## config.mk

```make
export PLATFORM = sky130hd
export DESIGN_NAME = fotc_top
export DESIGN_NICKNAME = d
export VERILOG_FILES = /design/src/rtl/fotc_pkg.sv /design/src/rtl/fotc_top.sv /design/src/rtl/fotc_pwm.sv /design/src/rtl/fotc_out_timer.sv
export VERILOG_INCLUDE_DIRS = /design/src /design/src/rtl
export SDC_FILE = /design/constraint.sdc
export NUM_CORES = 1
export LEC_CHECK = 0
export BUFFER_PORTS_ARGS = -buffer_cell sky130_fd_sc_hd__buf_4
export CORE_ASPECT_RATIO = 0.7
export CORE_MARGIN = 5
export CORE_UTILIZATION = 62
export CTS_BUF_LIST = sky130_fd_sc_hd__clkbuf_16
export DETAILED_ROUTE_END_ITERATION = 8
export GPL_TIMING_DRIVEN = 0
export PLACE_DENSITY = 0.84
export SLEW_MARGIN = 20
export SYNTH_ARGS = -nofsm -noshare
export SYNTH_HDL_FRONTEND = slang
export SYNTH_SLANG_ARGS = --single-unit
```

## constraint.sdc

```tcl
create_clock -name I_SYS_CLK -period 7.2 [get_ports I_SYS_CLK]
set_clock_uncertainty 0.2 [all_clocks]
set_input_delay 1.44 -clock I_SYS_CLK [delete_from_list [all_inputs] [get_ports I_SYS_CLK]]
set_output_delay 1.44 -clock I_SYS_CLK [all_outputs]
set_load 0.02 [all_outputs]
```

## src/rtl/fotc_defs.svh

```systemverilog
// constants of the function output timing control block
// Behaviour
// - auto switch-off after N times 0.4 s
// - switch-on delay before output turns on
// - switch-off delay before output turns off
// - delay byte: on bits 0-3, off 4-7
// - coupler: full power 250 ms, then PWM
// - coupler duty from brightness, 0 off, 31 on
// - coupler reduced drive is high-frequency PWM
// - uncouple: push for push time, then remove
// - uncouple speed register, zero disables sequence
// - remove time and push time registers
// - analogue mode presses masked functions
// - defaults: headlights and function one in analogue
// - writing 8 to reset register loads defaults
// - direction flag bit for analogue-to-digital transit
// - retain functions bit 0, speed bit 1
// - retained speed overrides station speed commands
// - feedback channel needs enable bit 3
// - auto registration off when bit 7 clear
`ifndef FOTC_DEFS_SVH
`define FOTC_DEFS_SVH

// ****************************************
// register indices (byte address = index * 4)
// ****************************************
`define FOTC_IDX_RESET       10'h008
`define FOTC_IDX_MASK_LO     10'h00D
`define FOTC_IDX_MASK_HI     10'h00E
`define FOTC_IDX_FB_OPT      10'h01C
`define FOTC_IDX_CONFIG      10'h01D
`define FOTC_IDX_PULSE_CFG   10'h031
`define FOTC_IDX_RETAIN      10'h07A
`define FOTC_IDX_DIR_FLAG    10'h07C
`define FOTC_IDX_UNC_SPEED   10'h0F6
`define FOTC_IDX_UNC_REMOVE  10'h0F7
`define FOTC_IDX_UNC_PUSH    10'h0F8
`define FOTC_IDX_AUXILIARY_OUTPUT_THREE_DELAY  10'h124
`define FOTC_IDX_AUXILIARY_OUTPUT_THREE_OFF    10'h125
`define FOTC_IDX_AUXILIARY_OUTPUT_THREE_BRIGHT 10'h126
`define FOTC_IDX_AUXILIARY_OUTPUT_THREE_MODE   10'h127

// ****************************************
// values and field positions
// ****************************************
`define FOTC_RESET_MAGIC     8'h08
`define FOTC_ID_VALUE        8'h5A
`define FOTC_DEF_MASK_LO     8'h01
`define FOTC_DEF_MASK_HI     8'h03
`define FOTC_DEF_FB_OPT      8'h80
`define FOTC_DEF_CONFIG      8'h08
`define FOTC_DEF_ZERO        8'h00
`define FOTC_BIT_FB_EN       3
`define FOTC_BIT_AUTO_REG    7
`define FOTC_BIT_PULSE       5
`define FOTC_BIT_KEEP_FUNC   0
`define FOTC_BIT_KEEP_SPEED  1
`define FOTC_BIT_DIR         0
`define FOTC_BIT_COUPLER     0
`define FOTC_FN_KEY_ONE      2
`define FOTC_FN_AUXILIARY_OUTPUT_THREE         4
`define FOTC_FN_UNCOUPLE     5
`define FOTC_PULSE_MAX       4'hC

// ****************************************
// timing
// ****************************************
`define FOTC_CLK_MHZ         100
`define FOTC_TICK_US         400
`define FOTC_AUTO_OFF_US     400000
`define FOTC_DELAY_STEP_US   409600
`define FOTC_KICK_US         250000
`define FOTC_UNC_UNIT_US     400000
`define FOTC_PULSE_GAP_US    1000000
`define FOTC_TICK_CYCLES     (`FOTC_TICK_US * `FOTC_CLK_MHZ)
`define FOTC_AUTO_OFF_TICKS  (`FOTC_AUTO_OFF_US / `FOTC_TICK_US)
`define FOTC_DELAY_TICKS     (`FOTC_DELAY_STEP_US / `FOTC_TICK_US)
`define FOTC_KICK_TICKS      (`FOTC_KICK_US / `FOTC_TICK_US)
`define FOTC_UNC_TICKS       (`FOTC_UNC_UNIT_US / `FOTC_TICK_US)
`define FOTC_PULSE_GAP_TICKS (`FOTC_PULSE_GAP_US / `FOTC_TICK_US)

`endif

```

## src/rtl/fotc_pkg.sv

```systemverilog
// types shared by the function output timing control block
`include "fotc_defs.svh"
package fotc_pkg;
	// apb request from the master
	typedef struct packed {
		logic        psel;
		logic        penable;
		logic        pwrite;
		logic [11:0] paddr;
		logic [31:0] pwdata;
	} fotc_apb_req_s;
	// apb answer to the master
	typedef struct packed {
		logic        pready;
		logic [31:0] prdata;
		logic        pslverr;
	} fotc_apb_rsp_s;
	// output timer states
	typedef enum logic [2:0] {TMR_OFF, TMR_WAIT_ON, TMR_ON, TMR_WAIT_OFF, TMR_FORCED} fotc_tmr_e;
	// uncoupling sequence states
	typedef enum logic [1:0] {UNC_IDLE, UNC_PUSH, UNC_REMOVE} fotc_unc_e;
	// scale a register value by a tick unit
	// operands widened first so the product is not cut to the operand width
	function automatic logic [17:0] fotc_scale(input logic [7:0] v, input logic [11:0] unit);
		fotc_scale = 18'(18'(v) * 18'(unit));
	endfunction : fotc_scale
endpackage : fotc_pkg

```

## src/rtl/fotc_top.sv

```systemverilog
// function output timing control: registers, function selection, aux three drive, uncoupling
//
// The APB interface to the registers is this design's own decision.
`timescale 1ns/1ps
`default_nettype none
`include "fotc_defs.svh"
module fotc_top #(
	parameter int TICK_CYCLES = `FOTC_TICK_CYCLES // cycles per common tick
) (
	input  wire logic                    I_SYS_CLK,
	input  wire logic                    I_RESET,
	input  wire fotc_pkg::fotc_apb_req_s I_APB,
	output fotc_pkg::fotc_apb_rsp_s      O_APB,
	input  wire logic                    I_ANALOG_MODE,
	input  wire logic [13:0]             I_FUNC_KEYS,
	input  wire logic [7:0]              I_SPEED_CMD,
	input  wire logic                    I_POWER_RESTORED,
	output logic [13:0]                  O_FUNC_ACTIVE,
	output logic                         O_AUX_THREE,
	output logic [7:0]                   O_SPEED,
	output logic                         O_UNCOUPLE_ACTIVE,
	output logic                         O_UNCOUPLE_TOWARD_TRAIN,
	output logic                         O_ANALOG_DIR_FLAG,
	output logic                         O_FEEDBACK_ENABLE,
	output logic [7:0]                   O_FEEDBACK_OPTIONS,
	output logic                         O_AUTO_REGISTER_ENABLE
);
	// ****************************************
	// state
	// ****************************************
	typedef struct packed {
		logic [7:0]          mask_lo;    // analogue functions one to eight
		logic [7:0]          mask_hi;    // analogue headlights, nine to twelve
		logic [7:0]          fb_opt;     // feedback channel options
		logic [7:0]          config_r;   // basic configuration
		logic [7:0]          pulse_cfg;  // pulse sequence control
		logic [7:0]          retain;     // power-loss retention control
		logic [7:0]          dir_flag;   // analogue-to-digital direction
		logic [7:0]          unc_speed;  // uncoupling speed
		logic [7:0]          unc_remove; // remove duration
		logic [7:0]          unc_push;   // push duration
		logic [7:0]          auxiliary_output_three_delay; // on/off delay byte
		logic [7:0]          auxiliary_output_three_off;   // auto switch-off time
		logic [7:0]          auxiliary_output_three_bright;
		logic [7:0]          auxiliary_output_three_mode;
		logic [15:0]         prescale;   // common tick divider
		logic                tick;
		logic [31:0]         prdata;
		logic                perr;
		logic [13:0]         keys_q;     // last raw key state
		logic [13:0]         eff_q;      // last effective functions
		logic [13:0]         pulse_sel;  // toggled by pulse sequences
		logic [3:0]          pulse_cnt;
		logic [11:0]         gap;
		logic [13:0]         stored;     // functions kept for power loss
		logic [13:0]         restored;   // reapplied after power return
		logic                spd_hold;
		logic [7:0]          speed;
		fotc_pkg::fotc_unc_e unc;
		logic [17:0]         unc_cnt;
		logic                kick;
		logic [9:0]          kick_cnt;
		logic                aux_on_q;
		logic                auxiliary_output_three;
		logic [13:0]         funcs;
	} fotc_top_s;
	fotc_top_s s, next_s;

	logic [9:0]  idx;       // register index from the byte address
	logic        setup;     // first apb cycle
	logic        access;    // completing apb cycle
	logic [13:0] analog_fn; // masks laid out as function vector
	logic [13:0] digital_fn;
	logic [13:0] eff_fn;
	logic        tmr_on;    // aux three timer result
	logic        pwm;       // coupler reduced drive

	// ****************************************
	// helpers
	// ****************************************
	// true when an index names a register
	function automatic logic is_mapped(input logic [9:0] i);
		case (i)
			`FOTC_IDX_RESET, `FOTC_IDX_MASK_LO, `FOTC_IDX_MASK_HI, `FOTC_IDX_FB_OPT,
			`FOTC_IDX_CONFIG, `FOTC_IDX_PULSE_CFG, `FOTC_IDX_RETAIN, `FOTC_IDX_DIR_FLAG,
			`FOTC_IDX_UNC_SPEED, `FOTC_IDX_UNC_REMOVE, `FOTC_IDX_UNC_PUSH,
			`FOTC_IDX_AUXILIARY_OUTPUT_THREE_DELAY, `FOTC_IDX_AUXILIARY_OUTPUT_THREE_OFF, `FOTC_IDX_AUXILIARY_OUTPUT_THREE_BRIGHT,
			`FOTC_IDX_AUXILIARY_OUTPUT_THREE_MODE: is_mapped = 1'b1;
			default: is_mapped = 1'b0;
		endcase
	endfunction : is_mapped

	// factory settings, used at reset and on the reset command
	function automatic fotc_top_s defaults(input fotc_top_s cur);
		defaults = cur;
		defaults.mask_lo = `FOTC_DEF_MASK_LO;
		defaults.mask_hi = `FOTC_DEF_MASK_HI;
		defaults.fb_opt = `FOTC_DEF_FB_OPT;
		defaults.config_r = `FOTC_DEF_CONFIG;
		defaults.pulse_cfg = `FOTC_DEF_ZERO;
		defaults.retain = `FOTC_DEF_ZERO;
		defaults.dir_flag = `FOTC_DEF_ZERO;
		defaults.unc_speed = `FOTC_DEF_ZERO;
		defaults.unc_remove = `FOTC_DEF_ZERO;
		defaults.unc_push = `FOTC_DEF_ZERO;
		defaults.auxiliary_output_three_delay = `FOTC_DEF_ZERO;
		defaults.auxiliary_output_three_off = `FOTC_DEF_ZERO;
		defaults.auxiliary_output_three_bright = `FOTC_DEF_ZERO;
		defaults.auxiliary_output_three_mode = `FOTC_DEF_ZERO;
	endfunction : defaults

	// ****************************************
	// decode and function selection
	// ****************************************
	assign idx = I_APB.paddr[11:2];
	assign setup = I_APB.psel && !I_APB.penable;
	assign access = I_APB.psel && I_APB.penable;
	// mask bytes as pressed keys in analogue mode
	assign analog_fn = {s.mask_hi[5:2], s.mask_lo, s.mask_hi[1:0]};
	// pulse mode swallows key one and uses its toggled selections
	assign digital_fn = s.pulse_cfg[`FOTC_BIT_PULSE] ?
		((I_FUNC_KEYS & ~(14'h1 << `FOTC_FN_KEY_ONE)) | s.pulse_sel) : I_FUNC_KEYS;
	assign eff_fn = (I_ANALOG_MODE ? analog_fn : digital_fn) | s.restored;

	// ****************************************
	// aux three timer and coupler pwm
	// ****************************************
	fotc_out_timer u_timer (
		.i_clk      (I_SYS_CLK),
		.i_rst      (I_RESET),
		.i_tick     (s.tick),
		.i_key      (eff_fn[`FOTC_FN_AUXILIARY_OUTPUT_THREE]),
		.i_delay    (s.auxiliary_output_three_delay),
		.i_auto_off (s.auxiliary_output_three_off),
		.o_on       (tmr_on)
	);

	fotc_pwm u_pwm (
		.i_clk  (I_SYS_CLK),
		.i_rst  (I_RESET),
		.i_duty (s.auxiliary_output_three_bright[4:0]),
		.o_pwm  (pwm)
	);

	// ****************************************
	// next state
	// ****************************************
	always_comb begin
		logic aux_req;
		aux_req = 1'b0;
		next_s = s;

		// common tick for every timer
		next_s.tick = 1'b0;
		if (s.prescale == 16'(TICK_CYCLES - 1)) begin
			next_s.prescale = '0;
			next_s.tick = 1'b1;
		end else begin
			next_s.prescale = 16'(s.prescale + 16'h1);
		end

		// apb read data and error latched in setup, shown in access
		if (setup) begin
			next_s.perr = !is_mapped(idx);
			case (idx)
				`FOTC_IDX_RESET:       next_s.prdata = {24'h0, `FOTC_ID_VALUE};
				`FOTC_IDX_MASK_LO:     next_s.prdata = {24'h0, s.mask_lo};
				`FOTC_IDX_MASK_HI:     next_s.prdata = {24'h0, s.mask_hi};
				`FOTC_IDX_FB_OPT:      next_s.prdata = {24'h0, s.fb_opt};
				`FOTC_IDX_CONFIG:      next_s.prdata = {24'h0, s.config_r};
				`FOTC_IDX_PULSE_CFG:   next_s.prdata = {24'h0, s.pulse_cfg};
				`FOTC_IDX_RETAIN:      next_s.prdata = {24'h0, s.retain};
				`FOTC_IDX_DIR_FLAG:    next_s.prdata = {24'h0, s.dir_flag};
				`FOTC_IDX_UNC_SPEED:   next_s.prdata = {24'h0, s.unc_speed};
				`FOTC_IDX_UNC_REMOVE:  next_s.prdata = {24'h0, s.unc_remove};
				`FOTC_IDX_UNC_PUSH:    next_s.prdata = {24'h0, s.unc_push};
				`FOTC_IDX_AUXILIARY_OUTPUT_THREE_DELAY:  next_s.prdata = {24'h0, s.auxiliary_output_three_delay};
				`FOTC_IDX_AUXILIARY_OUTPUT_THREE_OFF:    next_s.prdata = {24'h0, s.auxiliary_output_three_off};
				`FOTC_IDX_AUXILIARY_OUTPUT_THREE_BRIGHT: next_s.prdata = {24'h0, s.auxiliary_output_three_bright};
				`FOTC_IDX_AUXILIARY_OUTPUT_THREE_MODE:   next_s.prdata = {24'h0, s.auxiliary_output_three_mode};
				default:               next_s.prdata = '0; // unmapped reads zero
			endcase
		end

		// apb writes take effect at the access edge
		if (access && I_APB.pwrite && !s.perr) begin
			case (idx)
				`FOTC_IDX_RESET: begin
					// only the magic value restores defaults
					if (I_APB.pwdata[7:0] == `FOTC_RESET_MAGIC) begin
						next_s = defaults(next_s);
					end
				end
				`FOTC_IDX_MASK_LO:     next_s.mask_lo = I_APB.pwdata[7:0];
				`FOTC_IDX_MASK_HI:     next_s.mask_hi = I_APB.pwdata[7:0];
				`FOTC_IDX_FB_OPT:      next_s.fb_opt = I_APB.pwdata[7:0];
				`FOTC_IDX_CONFIG:      next_s.config_r = I_APB.pwdata[7:0];
				`FOTC_IDX_PULSE_CFG:   next_s.pulse_cfg = I_APB.pwdata[7:0];
				`FOTC_IDX_RETAIN:      next_s.retain = I_APB.pwdata[7:0];
				`FOTC_IDX_DIR_FLAG:    next_s.dir_flag = I_APB.pwdata[7:0];
				`FOTC_IDX_UNC_SPEED:   next_s.unc_speed = I_APB.pwdata[7:0];
				`FOTC_IDX_UNC_REMOVE:  next_s.unc_remove = I_APB.pwdata[7:0];
				`FOTC_IDX_UNC_PUSH:    next_s.unc_push = I_APB.pwdata[7:0];
				`FOTC_IDX_AUXILIARY_OUTPUT_THREE_DELAY:  next_s.auxiliary_output_three_delay = I_APB.pwdata[7:0];
				`FOTC_IDX_AUXILIARY_OUTPUT_THREE_OFF:    next_s.auxiliary_output_three_off = I_APB.pwdata[7:0];
				`FOTC_IDX_AUXILIARY_OUTPUT_THREE_BRIGHT: next_s.auxiliary_output_three_bright = I_APB.pwdata[7:0];
				`FOTC_IDX_AUXILIARY_OUTPUT_THREE_MODE:   next_s.auxiliary_output_three_mode = I_APB.pwdata[7:0];
				default: begin
					next_s.perr = s.perr; // refused earlier in setup
				end
			endcase
		end

		// pulse sequence: count key one presses, act after a quiet gap
		next_s.keys_q = I_FUNC_KEYS;
		if (!s.pulse_cfg[`FOTC_BIT_PULSE] || I_ANALOG_MODE) begin
			next_s.pulse_cnt = '0;
			next_s.gap = '0;
		end else if (I_FUNC_KEYS[`FOTC_FN_KEY_ONE] && !s.keys_q[`FOTC_FN_KEY_ONE]) begin
			if (s.pulse_cnt != `FOTC_PULSE_MAX) begin
				next_s.pulse_cnt = 4'(s.pulse_cnt + 4'h1);
			end
			next_s.gap = '0;
		end else if (s.tick && (s.pulse_cnt != 4'h0)) begin
			if (s.gap == 12'(`FOTC_PULSE_GAP_TICKS - 1)) begin
				// count n toggles function n, which sits at bit n+1
				next_s.pulse_sel[4'(s.pulse_cnt + 4'h1)] = !s.pulse_sel[4'(s.pulse_cnt + 4'h1)];
				next_s.pulse_cnt = '0;
				next_s.gap = '0;
			end else begin
				next_s.gap = 12'(s.gap + 12'h1);
			end
		end

		// retention of functions and speed over power loss
		next_s.eff_q = eff_fn;
		next_s.stored = eff_fn;
		if (I_POWER_RESTORED) begin
			next_s.restored = s.retain[`FOTC_BIT_KEEP_FUNC] ? s.stored : 14'h0;
			next_s.spd_hold = s.retain[`FOTC_BIT_KEEP_SPEED];
		end else if (I_FUNC_KEYS != s.keys_q) begin
			next_s.restored = '0; // fresh key activity takes over
		end
		if (!s.retain[`FOTC_BIT_KEEP_SPEED]) begin
			next_s.spd_hold = 1'b0;
		end
		// station speed ignored while the kept speed is held
		if (!next_s.spd_hold) begin
			next_s.speed = I_SPEED_CMD;
		end

		// automatic uncoupling sequence
		case (s.unc)
			fotc_pkg::UNC_IDLE: begin
				next_s.unc_cnt = '0;
				// zero speed leaves the sequence dead
				if (eff_fn[`FOTC_FN_UNCOUPLE] && !s.eff_q[`FOTC_FN_UNCOUPLE] &&
					(s.unc_speed != 8'h0)) begin
					next_s.unc = fotc_pkg::UNC_PUSH;
				end
			end
			fotc_pkg::UNC_PUSH: begin
				if (s.unc_cnt >= fotc_pkg::fotc_scale(s.unc_push, 12'(`FOTC_UNC_TICKS))) begin
					next_s.unc = fotc_pkg::UNC_REMOVE; // push time from its register
					next_s.unc_cnt = '0;
				end else if (s.tick) begin
					next_s.unc_cnt = 18'(s.unc_cnt + 18'h1);
				end
			end
			fotc_pkg::UNC_REMOVE: begin
				if (s.unc_cnt >= fotc_pkg::fotc_scale(s.unc_remove, 12'(`FOTC_UNC_TICKS))) begin
					next_s.unc = fotc_pkg::UNC_IDLE; // remove time from its register
				end else if (s.tick) begin
					next_s.unc_cnt = 18'(s.unc_cnt + 18'h1);
				end
			end
			default: begin
				next_s.unc = fotc_pkg::UNC_IDLE;
			end
		endcase

		// aux three drive, coupler kick then reduced pwm
		// the coupler fires while pushing, relying on coupler mode being set
		aux_req = tmr_on || (s.unc == fotc_pkg::UNC_PUSH);
		next_s.aux_on_q = aux_req;
		if (aux_req && !s.aux_on_q) begin
			next_s.kick = 1'b1;
			next_s.kick_cnt = '0;
		end else if (s.kick && s.tick) begin
			if (s.kick_cnt == 10'(`FOTC_KICK_TICKS - 1)) begin
				next_s.kick = 1'b0; // full power ends after 250 ms
			end else begin
				next_s.kick_cnt = 10'(s.kick_cnt + 10'h1);
			end
		end
		if (!s.auxiliary_output_three_mode[`FOTC_BIT_COUPLER]) begin
			next_s.auxiliary_output_three = aux_req;
		end else begin
			next_s.auxiliary_output_three = aux_req && (next_s.kick || pwm);
		end
		next_s.funcs = eff_fn;
	end

	// ****************************************
	// state register
	// ****************************************
	always_ff @(posedge I_SYS_CLK) begin
		if (I_RESET) begin
			s <= defaults('{unc: fotc_pkg::UNC_IDLE, default: '0});
		end else begin
			s <= next_s;
		end
	end

	// ****************************************
	// outputs
	// ****************************************
	assign O_APB.pready = 1'b1; // zero wait states
	assign O_APB.prdata = s.prdata;
	assign O_APB.pslverr = s.perr && access;
	assign O_FUNC_ACTIVE = s.funcs;
	assign O_AUX_THREE = s.auxiliary_output_three;
	// uncoupling overrides the speed while the sequence runs
	assign O_SPEED = (s.unc == fotc_pkg::UNC_IDLE) ? s.speed : s.unc_speed;
	assign O_UNCOUPLE_ACTIVE = (s.unc != fotc_pkg::UNC_IDLE);
	assign O_UNCOUPLE_TOWARD_TRAIN = (s.unc == fotc_pkg::UNC_PUSH);
	assign O_ANALOG_DIR_FLAG = s.dir_flag[`FOTC_BIT_DIR];
	assign O_FEEDBACK_ENABLE = s.config_r[`FOTC_BIT_FB_EN];
	assign O_FEEDBACK_OPTIONS = s.fb_opt;
	// registration needs the channel and its own bit
	assign O_AUTO_REGISTER_ENABLE = s.config_r[`FOTC_BIT_FB_EN] && s.fb_opt[`FOTC_BIT_AUTO_REG];
endmodule : fotc_top
`default_nettype wire

```

## src/rtl/fotc_pwm.sv

```systemverilog
// coupler drive pwm generator
`timescale 1ns/1ps
`default_nettype none
module fotc_pwm (
	input  wire logic       i_clk,
	input  wire logic       i_rst,
	input  wire logic [4:0] i_duty,
	output logic            o_pwm
);
	// state: free running phase and registered output
	typedef struct packed {
		logic [4:0] phase;
		logic       pwm;
	} fotc_pwm_s;
	fotc_pwm_s s, next_s;

	// phase runs 0..30 on every clock, so duty 31 never drops
	always_comb begin
		next_s = s;
		next_s.phase = (s.phase == 5'h1E) ? 5'h00 : 5'(s.phase + 5'h01); // fast carrier
		next_s.pwm = (s.phase < i_duty); // 0 stays off
	end

	// state register
	always_ff @(posedge i_clk) begin
		if (i_rst) begin
			s <= '0;
		end else begin
			s <= next_s;
		end
	end

	assign o_pwm = s.pwm;
endmodule : fotc_pwm
`default_nettype wire

```

## src/rtl/fotc_out_timer.sv

```systemverilog
// per-output switch-on, switch-off and auto switch-off timer
`timescale 1ns/1ps
`default_nettype none
`include "fotc_defs.svh"
module fotc_out_timer (
	input  wire logic       i_clk,
	input  wire logic       i_rst,
	input  wire logic       i_tick,
	input  wire logic       i_key,
	input  wire logic [7:0] i_delay,
	input  wire logic [7:0] i_auto_off,
	output logic            o_on
);
	// state: phase, last key and tick count since last change
	typedef struct packed {
		fotc_pkg::fotc_tmr_e st;
		logic                key_q;
		logic [17:0]         cnt;
		logic                on;
	} fotc_tmr_s;
	fotc_tmr_s s, next_s;
	logic [17:0] on_ticks;  // switch-on wait
	logic [17:0] off_ticks; // switch-off wait
	logic [17:0] auto_ticks;

	// field split of the delay byte
	assign on_ticks = fotc_pkg::fotc_scale({4'h0, i_delay[3:0]}, 12'(`FOTC_DELAY_TICKS));
	assign off_ticks = fotc_pkg::fotc_scale({4'h0, i_delay[7:4]}, 12'(`FOTC_DELAY_TICKS));
	assign auto_ticks = fotc_pkg::fotc_scale(i_auto_off, 12'(`FOTC_AUTO_OFF_TICKS));

	// timer sequencing
	always_comb begin
		next_s = s;
		next_s.key_q = i_key;
		if (i_key != s.key_q) begin
			// any key change restarts the count
			next_s.cnt = '0;
			if (i_key) begin
				next_s.st = (on_ticks == 18'h0) ? fotc_pkg::TMR_ON : fotc_pkg::TMR_WAIT_ON;
			end else if ((s.st == fotc_pkg::TMR_ON) && (off_ticks != 18'h0)) begin
				next_s.st = fotc_pkg::TMR_WAIT_OFF; // hold on for the off delay
			end else begin
				next_s.st = fotc_pkg::TMR_OFF;
			end
		end else if (i_tick) begin
			next_s.cnt = 18'(s.cnt + 18'h1);
			case (s.st)
				fotc_pkg::TMR_WAIT_ON: begin
					if (next_s.cnt >= on_ticks) begin // on after delay
						next_s.st = fotc_pkg::TMR_ON;
						next_s.cnt = '0;
					end
				end
				fotc_pkg::TMR_ON: begin
					// zero disables the forced switch-off
					if ((auto_ticks != 18'h0) && (next_s.cnt >= auto_ticks)) begin
						next_s.st = fotc_pkg::TMR_FORCED;
					end
				end
				fotc_pkg::TMR_WAIT_OFF: begin
					if (next_s.cnt >= off_ticks) begin
						next_s.st = fotc_pkg::TMR_OFF;
					end
				end
				default: begin
					next_s.cnt = s.cnt; // idle phases do not count
				end
			endcase
		end
		next_s.on = (next_s.st == fotc_pkg::TMR_ON) || (next_s.st == fotc_pkg::TMR_WAIT_OFF);
	end

	// state register
	always_ff @(posedge i_clk) begin
		if (i_rst) begin
			s <= '{st: fotc_pkg::TMR_OFF, key_q: 1'b0, cnt: '0, on: 1'b0};
		end else begin
			s <= next_s;
		end
	end

	assign o_on = s.on;
endmodule : fotc_out_timer
`default_nettype wire

```

==> results.sh, run 1 <==
export IMPL_routed_wl_mm=54.96
export IMPL_critPathKind="reg2reg"
export IMPL_antenna_found_initial=0
export IMPL_track_usage_pct=31.93
export IMPL_die_h_um=154.7
export IMPL_rsz0062_at_grt="no"
export IMPL_yosysTopAreaCell="dfxtp_1"
export IMPL_required_ns=7.40
export IMPL_ant_nets=0
export IMPL_timing_final_crit_share_pct=93.68
export IMPL_fp_row_count=53
export IMPL_path_clk_slew_ns=0.07
export IMPL_worst_slew_pin_slew_ns=1.133
export IMPL_pwr_share_seq_pct=44.9
export IMPL_synth_cell_type_count=79
export IMPL_num_io_pins=143
export IMPL_numCtsBuffers=28
export IMPL_synth_edf_count=0
export IMPL_drc=0
export IMPL_maxCapViolCount=0
export IMPL_max_slew_margin_rel_pct=23.86
export IMPL_yosys_area_top_type_share_pct=30.23
export IMPL_die_x_um=216.7
export IMPL_first_global_vias=16290
export IMPL_gp_congestion=1.018
export IMPL_initial_core_util_pct=62.28
export IMPL_grt_overflow=0
export IMPL_grt_max_degree=17
export IMPL_cellPowerDensity_nw_per_um2=169.3
export IMPL_drtIter0Drc=1921
export IMPL_drt_wirelength_per_cell_um=20.33
export IMPL_hp_start="s[58]"
export IMPL_utilization_pct=70.04
export IMPL_ys_seq_elements=280
export IMPL_synth_seq_area_share_pct=30.23
export IMPL_clkPwrFrac_pct=46.1
export IMPL_cp_startpoint="s[208]"
export IMPL_synthArstFlopShare_pct=0
export IMPL_fmax_mhz=148.3
export IMPL_finalNetCount=2621
export IMPL_drv_slew=0
export IMPL_min_period_ns=6.745
export IMPL_vias=16920
export IMPL_outcome="completed"
export IMPL_netlist_area_um2=18540
export IMPL_fillers=2291
export IMPL_cp_arrival_ns=6.95
export IMPL_p_sw_share_pct=25.76
export IMPL_hpwl_mm=41.68
export IMPL_cellLeakagePower_uw=0.008731
export IMPL_yosys_warnings=0
export IMPL_pwr_share_comb_pct=9.0
export IMPL_area_growth_pct=12.47
export IMPL_vdd_ir_drop_worst_mv=0.1491
export IMPL_synth_most_common_cell="dfxtp_1"
export IMPL_synth_flop_cell="dfxtp_1"
export IMPL_dieArea_um2=33520
export IMPL_cts_path_max_buffers=3
export IMPL_syn_avg_cell_area_um2=8.613
export IMPL_worstSetupStartpointType="flop"
export IMPL_synth_common_cells="280 x dfxtp_1, 245 x nor2_1, 186 x ha_1"
export IMPL_clock_latency_ns=0.58
export IMPL_timing_rr_start="s[208]"
export IMPL_drive_gt1_share_pct=10.18
export IMPL_htreeDepth=1
export IMPL_hold_viol=0
export IMPL_synthTopCellsByArea="dfxtp_1 30%, ha_1 13%, fa_1 7.1%, nor2_1 5.0%, a22oi_1 4.0%"
export IMPL_power_internal_uw=2622
export IMPL_via_per_inst=6.261
export IMPL_portBuffers=86
export IMPL_cts_root_buf="clkbuf_16"
export IMPL_cts_tree="built"
export IMPL_syn_instance_count=2153
export IMPL_p_switching_uw=909.8
export IMPL_antenna_cells=0
export IMPL_p_total_uw=3531
export IMPL_finalSetupViolCount=0
export IMPL_hp_class="reg2reg"
export IMPL_crit_path_max_fanout=7
export IMPL_clock_sinks=280
export IMPL_end_kind="flop"
export IMPL_hold_worst_slack_ns=0.2655
export IMPL_coreArea_um2=29770
export IMPL_finalSetupTns_ns=0
export IMPL_grt_pass1_wl_mm=87.16
export IMPL_first_pass_iters=9
==> kinds of logic (layout without fill, tap and decap cells) <==
logic type	count (synthesis)	after routing	share of synthesized area (%)
other	2	25	0.04050
muxes	33	33	2.314
AOI/OAI and AO/OA	456	456	16.82
DFF	280	280	30.23
and+or+nand+nor	701	701	18.60
adders and majority gates	252	252	19.68
xor gates and xnor gates	91	91	4.298
buffers and inverters	338	480	8.023
==> power by group through the flow <==
stage	logic, uW	clock network (uW)	registers (uW)
floorplan	189	0	1620
global placement	295	0	1620
detailed placement	304	0	1620
CTS	308	1630	1590
global route	336	1700	1590
finish	317	1630	1590
==> layout by cell type (no fill, tap or decap), types with 66 or more instances in the layout <==
master and n:
dfxtp_1 279, nor2_1 245, ha_1 186, inv_1 185
buf_4 142, nand2_1 119, a21oi_1 110, a22oi_1 98
clkbuf_1 86, nand3_1 79, fa_1 66
==> timing repair <==
item / CTS / global route
setup buffers: 0 / 1
endpoints found under the hold margin: 0 / 0
hold buffers: 0 / 0
setup endpoints to repair: 0 / 11
gates resized for setup: 0 / 2
==> worst paths after layout <==
path         slack (ns)                to  depth (start not counted)
max                0.46      u_timer.o_on                         21
max reg2reg        0.46      u_timer.o_on                         21
min reg2reg        0.27  O_FUNC_ACTIVE[2]                          2
min                0.27  O_FUNC_ACTIVE[2]                          2
==> routing by layer <==
metal  vias up  global-route usage [%]  part of all wire [%]
met1      8014                   44.80                    41
met5         -                   1.449                 0.076
met4         2                   10.44                   3.7
met2       934                   48.62                    43
li1       7823                       -                     -
met3       151                   7.865                    12
==> worst max-delay path, stage by stage, from the launching register on <==
cell and delay [ns]:
dfxtp_1 0.54, inv_1 0.15, fa_1 0.50, fa_1 0.52
fa_1 0.55, inv_1 0.06, fa_1 0.47, ha_1 0.29
or3_1 0.35, a2bb2oi_1 0.15, a31o_1 0.26, a21oi_1 0.18
xnor2_1 0.20, inv_1 0.09, ha_1 0.30, a21o_1 0.19
a21o_1 0.18, a21oi_1 0.16, o211ai_1 0.11, o41ai_1 0.17
a2111oi_0 0.29, o31ai_1 0.67
==> state kept, by name, indices dropped and copies added (netlist names) <==
register and cells:
O_FEEDBACK_OPTIONS 8, O_ANALOG_DIR_FLAG 1, O_FUNC_ACTIVE 14, s 205, O_FEEDBACK_ENABLE 1, analog_fn 14
u_timer.s 21, O_APB 8, u_timer.o_on 1, u_pwm.o_pwm 1, O_AUX_THREE 1, u_pwm.s 5
==> through the flow <==
| step | area (um^2) | std cells | worst slack [ns] |
|---|---|---|---|
| floorplan | 18630 | 2176 | 1.174 |
| global placement | 19760 | 2647 | 0.3568 |
| detailed placement | 19810 | 2650 | 0.2873 |
| CTS | 20840 | 2702 | 0.2677 |
| global route | 20860 | 2703 | 0.01532 |
| finish | 20860 | 2703 | 0.4551 |
==> area by class of cell <==
cell class | instances | area [um^2] | share of cell area (%)
multi-input cells | 1558 | 11580 | 55.54
flip-flops and latches | 280 | 5607 | 26.88
plain buffers | 152 | 789.5 | 3.786
clock buffers | 28 | 700.7 | 3.360
inverters | 186 | 698.2 | 3.348
repair buffers | 90 | 668.1 | 3.204
well taps | 385 | 481.7 | 2.310
clock inverters | 24 | 327.8 | 1.572
Power figures use the tool's default switching activity.
==> run 2, diff against run 1 <==
--- a/config.mk
+++ b/config.mk
@@ -11,9 +11,10 @@
 export CORE_MARGIN = 5
 export CORE_UTILIZATION = 62
 export CTS_BUF_LIST = sky130_fd_sc_hd__clkbuf_16
+export CTS_CLUSTER_SIZE = 8
 export DETAILED_ROUTE_END_ITERATION = 8
 export GPL_TIMING_DRIVEN = 0
-export PLACE_DENSITY = 0.84
+export PLACE_DENSITY = 0.82
 export SLEW_MARGIN = 20
 export SYNTH_ARGS = -nofsm -noshare
 export SYNTH_HDL_FRONTEND = slang
==> results.sh, run 2 (synthesis gave the netlist of run 1 again) <==
export IMPL_clock_sinks=280
export IMPL_r2r_end="u_timer.o_on"
export IMPL_grt_pass1_wl_mm=87.07
export IMPL_crit_top_cell="fa_1"
export IMPL_multi_input_area_um2=11590
export IMPL_ff2ff_path_depth=21
export IMPL_crit_path_max_fanout=7
export IMPL_numCtsBuffers=41
export IMPL_critPathKind="reg2reg"
export IMPL_ant_nets=0
export IMPL_cellLeakagePower_uw=0.008788
export IMPL_gp_congestion=1.002
export IMPL_fillers=2257
export IMPL_hp_class="reg2reg"
export IMPL_r2r_slack_ns=0.38
export IMPL_clock_latency_ns=0.56
export IMPL_drv_slew=0
export IMPL_first_pass_iters=9
export IMPL_vdd_ir_drop_worst_mv=0.1725
export IMPL_antenna_found_initial=1
export IMPL_cp_cell_sequence="inv_1 -> fa_1 -> fa_1 -> fa_1 -> inv_1 -> fa_1 -> ha_1 -> or3_1 -> a2bb2oi_1 -> a31o_1 -> o22a_1 -> xnor2_1 -> inv_1 -> ha_1 -> nand4_1 -> nor3_1 -> o31ai_1 -> o211ai_1 -> o41ai_1 -> a2111oi_0 -> o31ai_1"
export IMPL_cpMaxStageDelayCell="a2111oi_0"
export IMPL_worstHoldEndpoint="O_FUNC_ACTIVE[2]"
export IMPL_drt_wirelength_per_cell_um=20.39
export IMPL_p_total_uw=3623
export IMPL_seqCellArea_um2=5607
export IMPL_htreeDepth=2
export IMPL_worstSetupStartpointType="flop"
export IMPL_timing_rr_start="s[209]"
export IMPL_coreArea_um2=29770
export IMPL_required_ns=7.34
export IMPL_finalNetCount=2635
export IMPL_cts_tree="built"
export IMPL_path_clk_slew_ns=0.05
export IMPL_worst_slew_pin_slew_ns=1.037
export IMPL_hpwl_mm=41.59
export IMPL_critical_path_buf_inv_count=3
export IMPL_dieArea_um2=33520
export IMPL_first_global_vias=16280
export IMPL_grt_overflow=0
export IMPL_fmax_mhz=146.7
export IMPL_cellPowerDensity_nw_per_um2=172.9
export IMPL_initial_core_util_pct=62.28
export IMPL_cts_root_buf="clkbuf_16"
export IMPL_finalSetupTns_ns=0
export IMPL_vias=17070
export IMPL_post_route_cell_area_um2=20950
export IMPL_routed_wl_mm=55.03
export IMPL_min_period_ns=6.816
export IMPL_die_x_um=216.7
export IMPL_num_io_pins=143
export IMPL_timing_final_crit_share_pct=94.67
export IMPL_dpl_instance_area_um2=19800
export IMPL_reg_top3="s (205), u_timer.s (21)"
export IMPL_utilization_pct=70.35
export IMPL_whs_path_depth=2
export IMPL_registers_top_by_ff_count="s"
export IMPL_antenna_cells=0
export IMPL_grt_max_degree=13
export IMPL_finalSetupViolCount=0
export IMPL_violations="DRC"
export IMPL_mostFrequentLayoutCell="dfxtp_1"
export IMPL_hold_worst_slack_ns=0.2502
export IMPL_drive_gt1_share_pct=10.20
export IMPL_cts_path_max_buffers=3
export IMPL_maxCapViolCount=0
export IMPL_end_kind="flop"
export IMPL_largest_reg_flops=205
export IMPL_die_h_um=154.7
export IMPL_track_usage_pct=31.94
export IMPL_portBuffers=86
export IMPL_via_per_inst=6.325
export IMPL_hp_start="s[58]"
export IMPL_drtIter0Drc=2049
export IMPL_critPathMaxStageDelay_ns=0.59
export IMPL_fp_row_count=53
export IMPL_hold_viol=0
export IMPL_area_growth_pct=12.96
export IMPL_outcome="complete, but fails checks"
export IMPL_max_slew_margin_rel_pct=30.14
export IMPL_final_cell_mix="279 x dfxtp_1, 245 x nor2_1, 187 x inv_1"
export IMPL_critPathTopFamily="adder cells"
export IMPL_drc=2
export IMPL_cp_arrival_ns=6.95
[run 2: area by class of cell]
type                       instances  area share (%)
inverter                         186           3.333
tap                              385           2.300
clock inverter                     6          0.3763
clock buffer                      41           4.898
timing repair buffer              91           3.226
buffer                           152           3.775
multi-input combinational       1558           55.33
sequential                       280           26.77
[run 2: worst reg2reg max path, cell delays in order, from the launching register on]
cell,delay (ns)
dfxtp_1,0.51
inv_1,0.18
fa_1,0.49
fa_1,0.53
fa_1,0.56
inv_1,0.06
fa_1,0.47
ha_1,0.30
or3_1,0.35
a2bb2oi_1,0.15
a31o_1,0.26
o22a_1,0.18
xnor2_1,0.31
inv_1,0.10
ha_1,0.31
nand4_1,0.14
nor3_1,0.22
o31ai_1,0.10
o211ai_1,0.13
o41ai_1,0.18
a2111oi_0,0.59
o31ai_1,0.31
[run 2: power breakdown]
part | switching [uW] | internal [uW]
Combinational | 210 | 109
Sequential | 15.9 | 1570
Clock | 703 | 1010
Total | 928 | 2690
[run 2: through the flow]
stage | std cells | setup WS, ns
5_1_grt | 2699 | -0.02487
3_5_place_dp | 2650 | 0.1832
2_1_floorplan | 2176 | 1.174
4_1_cts | 2697 | 0.1819
3_3_place_gp | 2647 | 0.3092
6_report | 2699 | 0.3839
[run 2: layer usage]
metal / wire (um) / up-vias / GRT usage [%] / part of all wire (%)
met3: 6696 / 167 / 8.374 / 12
li1: - / 7846 / - / -
met4: 1957 / 0 / 9.352 / 3.6
met1: 22930 / 8064 / 44.92 / 42
met2: 23450 / 995 / 48.78 / 43
met5: 0 / - / 0 / 0
[run 2: timing repair]
item	in CTS	in global routing
gates resized for setup	0	4
buffers inserted	0	2
setup endpoints to repair	0	18
endpoints found under the hold margin	0	0
hold buffers	0	0
[run 2: worst max-delay path by stage]
stage                 from           end  slack [ns]  depth (start not counted)
floorplan           s[234]         s[34]        1.17                         22
global placement    s[234]         s[34]        0.31                         22
detailed placement  s[234]         s[35]        0.18                         22
CTS                 s[234]         s[42]        0.18                         22
global route        s[226]         s[35]       -0.02                         22
finish              s[209]  u_timer.o_on        0.38                         21
==> run 3, diff against run 2 <==
--- a/config.mk
+++ b/config.mk
@@ -6,15 +6,15 @@
 export SDC_FILE = /design/constraint.sdc
 export NUM_CORES = 1
 export LEC_CHECK = 0
+export ABC_AREA = 1
 export BUFFER_PORTS_ARGS = -buffer_cell sky130_fd_sc_hd__buf_4
 export CORE_ASPECT_RATIO = 0.7
 export CORE_MARGIN = 5
-export CORE_UTILIZATION = 62
+export CORE_UTILIZATION = 34
 export CTS_BUF_LIST = sky130_fd_sc_hd__clkbuf_16
 export CTS_CLUSTER_SIZE = 8
 export DETAILED_ROUTE_END_ITERATION = 8
 export GPL_TIMING_DRIVEN = 0
-export PLACE_DENSITY = 0.82
 export SLEW_MARGIN = 20
 export SYNTH_ARGS = -nofsm -noshare
 export SYNTH_HDL_FRONTEND = slang
==> results.sh, run 3 <==
export IMPL_clkPwrFrac_pct=45.7
export IMPL_num_io_pins=143
export IMPL_routed_top_layer="met5"
export IMPL_fmax_mhz=154.9
export IMPL_hpwl_mm=47.12
export IMPL_first_pass_iters=5
export IMPL_wl_met1_mm=31.01
export IMPL_routed_wl_mm=59.83
export IMPL_die_x_um=292.9
export IMPL_ys_seq_elements=280
export IMPL_hp_start="s[176]"
export IMPL_synth_seq_area_share_pct=29.44
export IMPL_post_cts_resized=0
export IMPL_coreArea_um2=55310
export IMPL_yosysTopAreaCell="dfxtp_1"
export IMPL_synth_cell_type_count=56
export IMPL_drive_gt1_share_pct=7.917
export IMPL_drt_wirelength_per_cell_um=16.88
export IMPL_rsz0062_at_grt="no"
export IMPL_fillers=5870
export IMPL_critPathTopFamily="adder cells"
export IMPL_synth_top_family_by_area="simple AND/OR/NAND/NOR gates"
export IMPL_yosys_warnings=0
export IMPL_synth_compound_area_share_pct=14.21
export IMPL_synth_flop_cell="dfxtp_1"
export IMPL_post_cts_setup_buffer_count=0
export IMPL_cp_arrival_ns=6.65
export IMPL_hold_viol=0
export IMPL_cts_tree="built"
export IMPL_worst_slew_pin_slew_ns=1.047
export IMPL_die_h_um=208.0
export IMPL_portBuffers=91
export IMPL_timing_final_crit_share_pct=89.64
export IMPL_pwr_share_seq_pct=42.0
export IMPL_reg_top3="s (205), u_timer.s (21)"
export IMPL_htreeDepth=2
export IMPL_track_usage_pct=19.16
export IMPL_vdd_ir_drop_worst_mv=0.1380
export IMPL_drtIter0Drc=1710
export IMPL_yosys_area_top_type_share_pct=29.44
export IMPL_crit_path_max_fanout=10
export IMPL_hp_class="reg2reg"
export IMPL_r2r_slack_ns=0.75
export IMPL_dieArea_um2=60910
export IMPL_clock_latency_ns=0.56
export IMPL_required_ns=7.40
export IMPL_fp_row_count=72
export IMPL_critical_path_buf_inv_count=5
export IMPL_finalNetCount=3124
export IMPL_drv_slew=0
export IMPL_synth_edf_count=0
export IMPL_registers_top_by_ff_count="s"
export IMPL_synth_common_cells="631 x nand2_1, 369 x inv_1, 284 x a21oi_1"
export IMPL_finalSetupTns_ns=0
export IMPL_finalSetupViolCount=0
export IMPL_power_internal_uw=2734
export IMPL_worstSetupStartpointType="flop"
export IMPL_min_period_ns=6.454
export IMPL_first_global_vias=16170
export IMPL_timing_rr_start="s[234]"
export IMPL_cp_startpoint="s[234]"
export IMPL_path_clk_slew_ns=0.05
export IMPL_critPathKind="reg2reg"
export IMPL_synth_fa_ha_area_share_pct=19.16
export IMPL_largest_reg_flops=205
export IMPL_synthArstFlopShare_pct=0
export IMPL_ant_nets=0
export IMPL_met2WireLength_mm=21.68
export IMPL_vias=17640
export IMPL_gp_congestion=0.9886
export IMPL_syn_avg_cell_area_um2=7.207
export IMPL_pwr_share_comb_pct=12.3
export IMPL_grt_max_degree=13
export IMPL_area_growth_pct=14.80
export IMPL_max_slew_margin_rel_pct=30.22
export IMPL_p_switching_uw=1089
export IMPL_synth_most_common_cell="nand2_1"
export IMPL_end_kind="flop"
export IMPL_hold_worst_slack_ns=0.2504
export IMPL_p_sw_share_pct=28.49
export IMPL_synthMuxAreaShare_pct=0
export IMPL_wl_met3_mm=6.255
export IMPL_ctsHoldBuffers=0
export IMPL_drc=0
export IMPL_cpMaxStageDelayCell="dfxtp_1"
export IMPL_critPathMaxStageDelay_ns=0.58
export IMPL_outcome="completed"
export IMPL_synthSimpleGateAreaFrac_pct=23.63
export IMPL_cts_path_max_buffers=3
export IMPL_final_cell_mix="631 x nand2_1, 370 x inv_1, 284 x a21oi_1"
export IMPL_maxCapViolCount=0
export IMPL_cellLeakagePower_uw=0.009500
export IMPL_antenna_found_initial=0
export IMPL_p_total_uw=3823
export IMPL_mostFrequentLayoutCell="nand2_1"
export IMPL_via_per_inst=4.975
export IMPL_netlist_area_um2=19040
export IMPL_cellPowerDensity_nw_per_um2=174.9
export IMPL_clock_sinks=280
export IMPL_synth_xor_area_share_pct=2.806
export IMPL_initial_core_util_pct=34.42
export IMPL_syn_instance_count=2642
export IMPL_grt_overflow=0
export IMPL_cts_root_buf="clkbuf_16"
export IMPL_grt_pass1_wl_mm=93.64
export IMPL_synthTopCellsByArea="dfxtp_1 29%, nand2_1 12%, ha_1 12%, a21oi_1 7.5%, inv_1 7.3%"
export IMPL_numCtsBuffers=41
## run 3: path summary, 6_finish.rpt
| kind | end | cells after the start |
|---|---|---|
| setup reg to reg | s[43] | 26 |
| setup / recovery | s[43] | 26 |
| hold / removal | s[176] | 1 |
| hold reg to reg | s[176] | 1 |
## run 3: cells by family (layout without fill, tap and decap cells)
logic type               count (synthesis)  after routing
AND/OR/NAND/NOR                       1076           1076
AO/OA/AOI/OAI                          486            486
buffers and inverters                  485            624
flip-flops                             280            280
adder cells (fa/ha/maj)                252            252
XOR/XNOR                                61             61
other                                    2             26
## run 3: power by group through the flow
stage / Combinational [uW] / Sequential, uW / Clock (uW)
after CTS: 460 / 1600 / 1770
after detailed placement: 458 / 1640 / 0
final: 470 / 1610 / 1750
after floorplan: 283 / 1630 / 0
after global routing: 515 / 1610 / 1840
after global placement: 458 / 1640 / 0
## run 3: area by class of cell
class                           count  area [um^2]  share of cell area (%)
Clock buffer                       41         1026                   4.694
Multi-Input combinational cell   1900        11490                   52.58
Tap cell                          740        925.9                   4.236
Timing Repair Buffer               91        683.2                   3.125
Inverter                          373         1400                   6.405
Antenna cell                        1        2.502                 0.01145
Clock inverter                      7        82.58                  0.3778
Buffer                            112        640.6                   2.931
Sequential cell                   280         5605                   25.64
## run 3: per-stage QoR
stage | util, % | instance area (um^2) | cells | worst slack [ns]
detailed placement | 37.49 | 20740 | 3496 | 0.7835
global route | 39.51 | 21860 | 3544 | 0.1822
global placement | 37.49 | 20740 | 3496 | 0.8179
finish | 39.52 | 21860 | 3545 | 0.7463
CTS | 39.49 | 21840 | 3544 | 0.7613
floorplan | - | 19130 | 2665 | 1.677
## run 3: metal layers
layer | track usage, % | vias up
li1 | - | 8850
met1 | 30.97 | 8064
met2 | 24.58 | 656
met3 | 5.852 | 66
met4 | 3.148 | 2
met5 | 1.259 | -
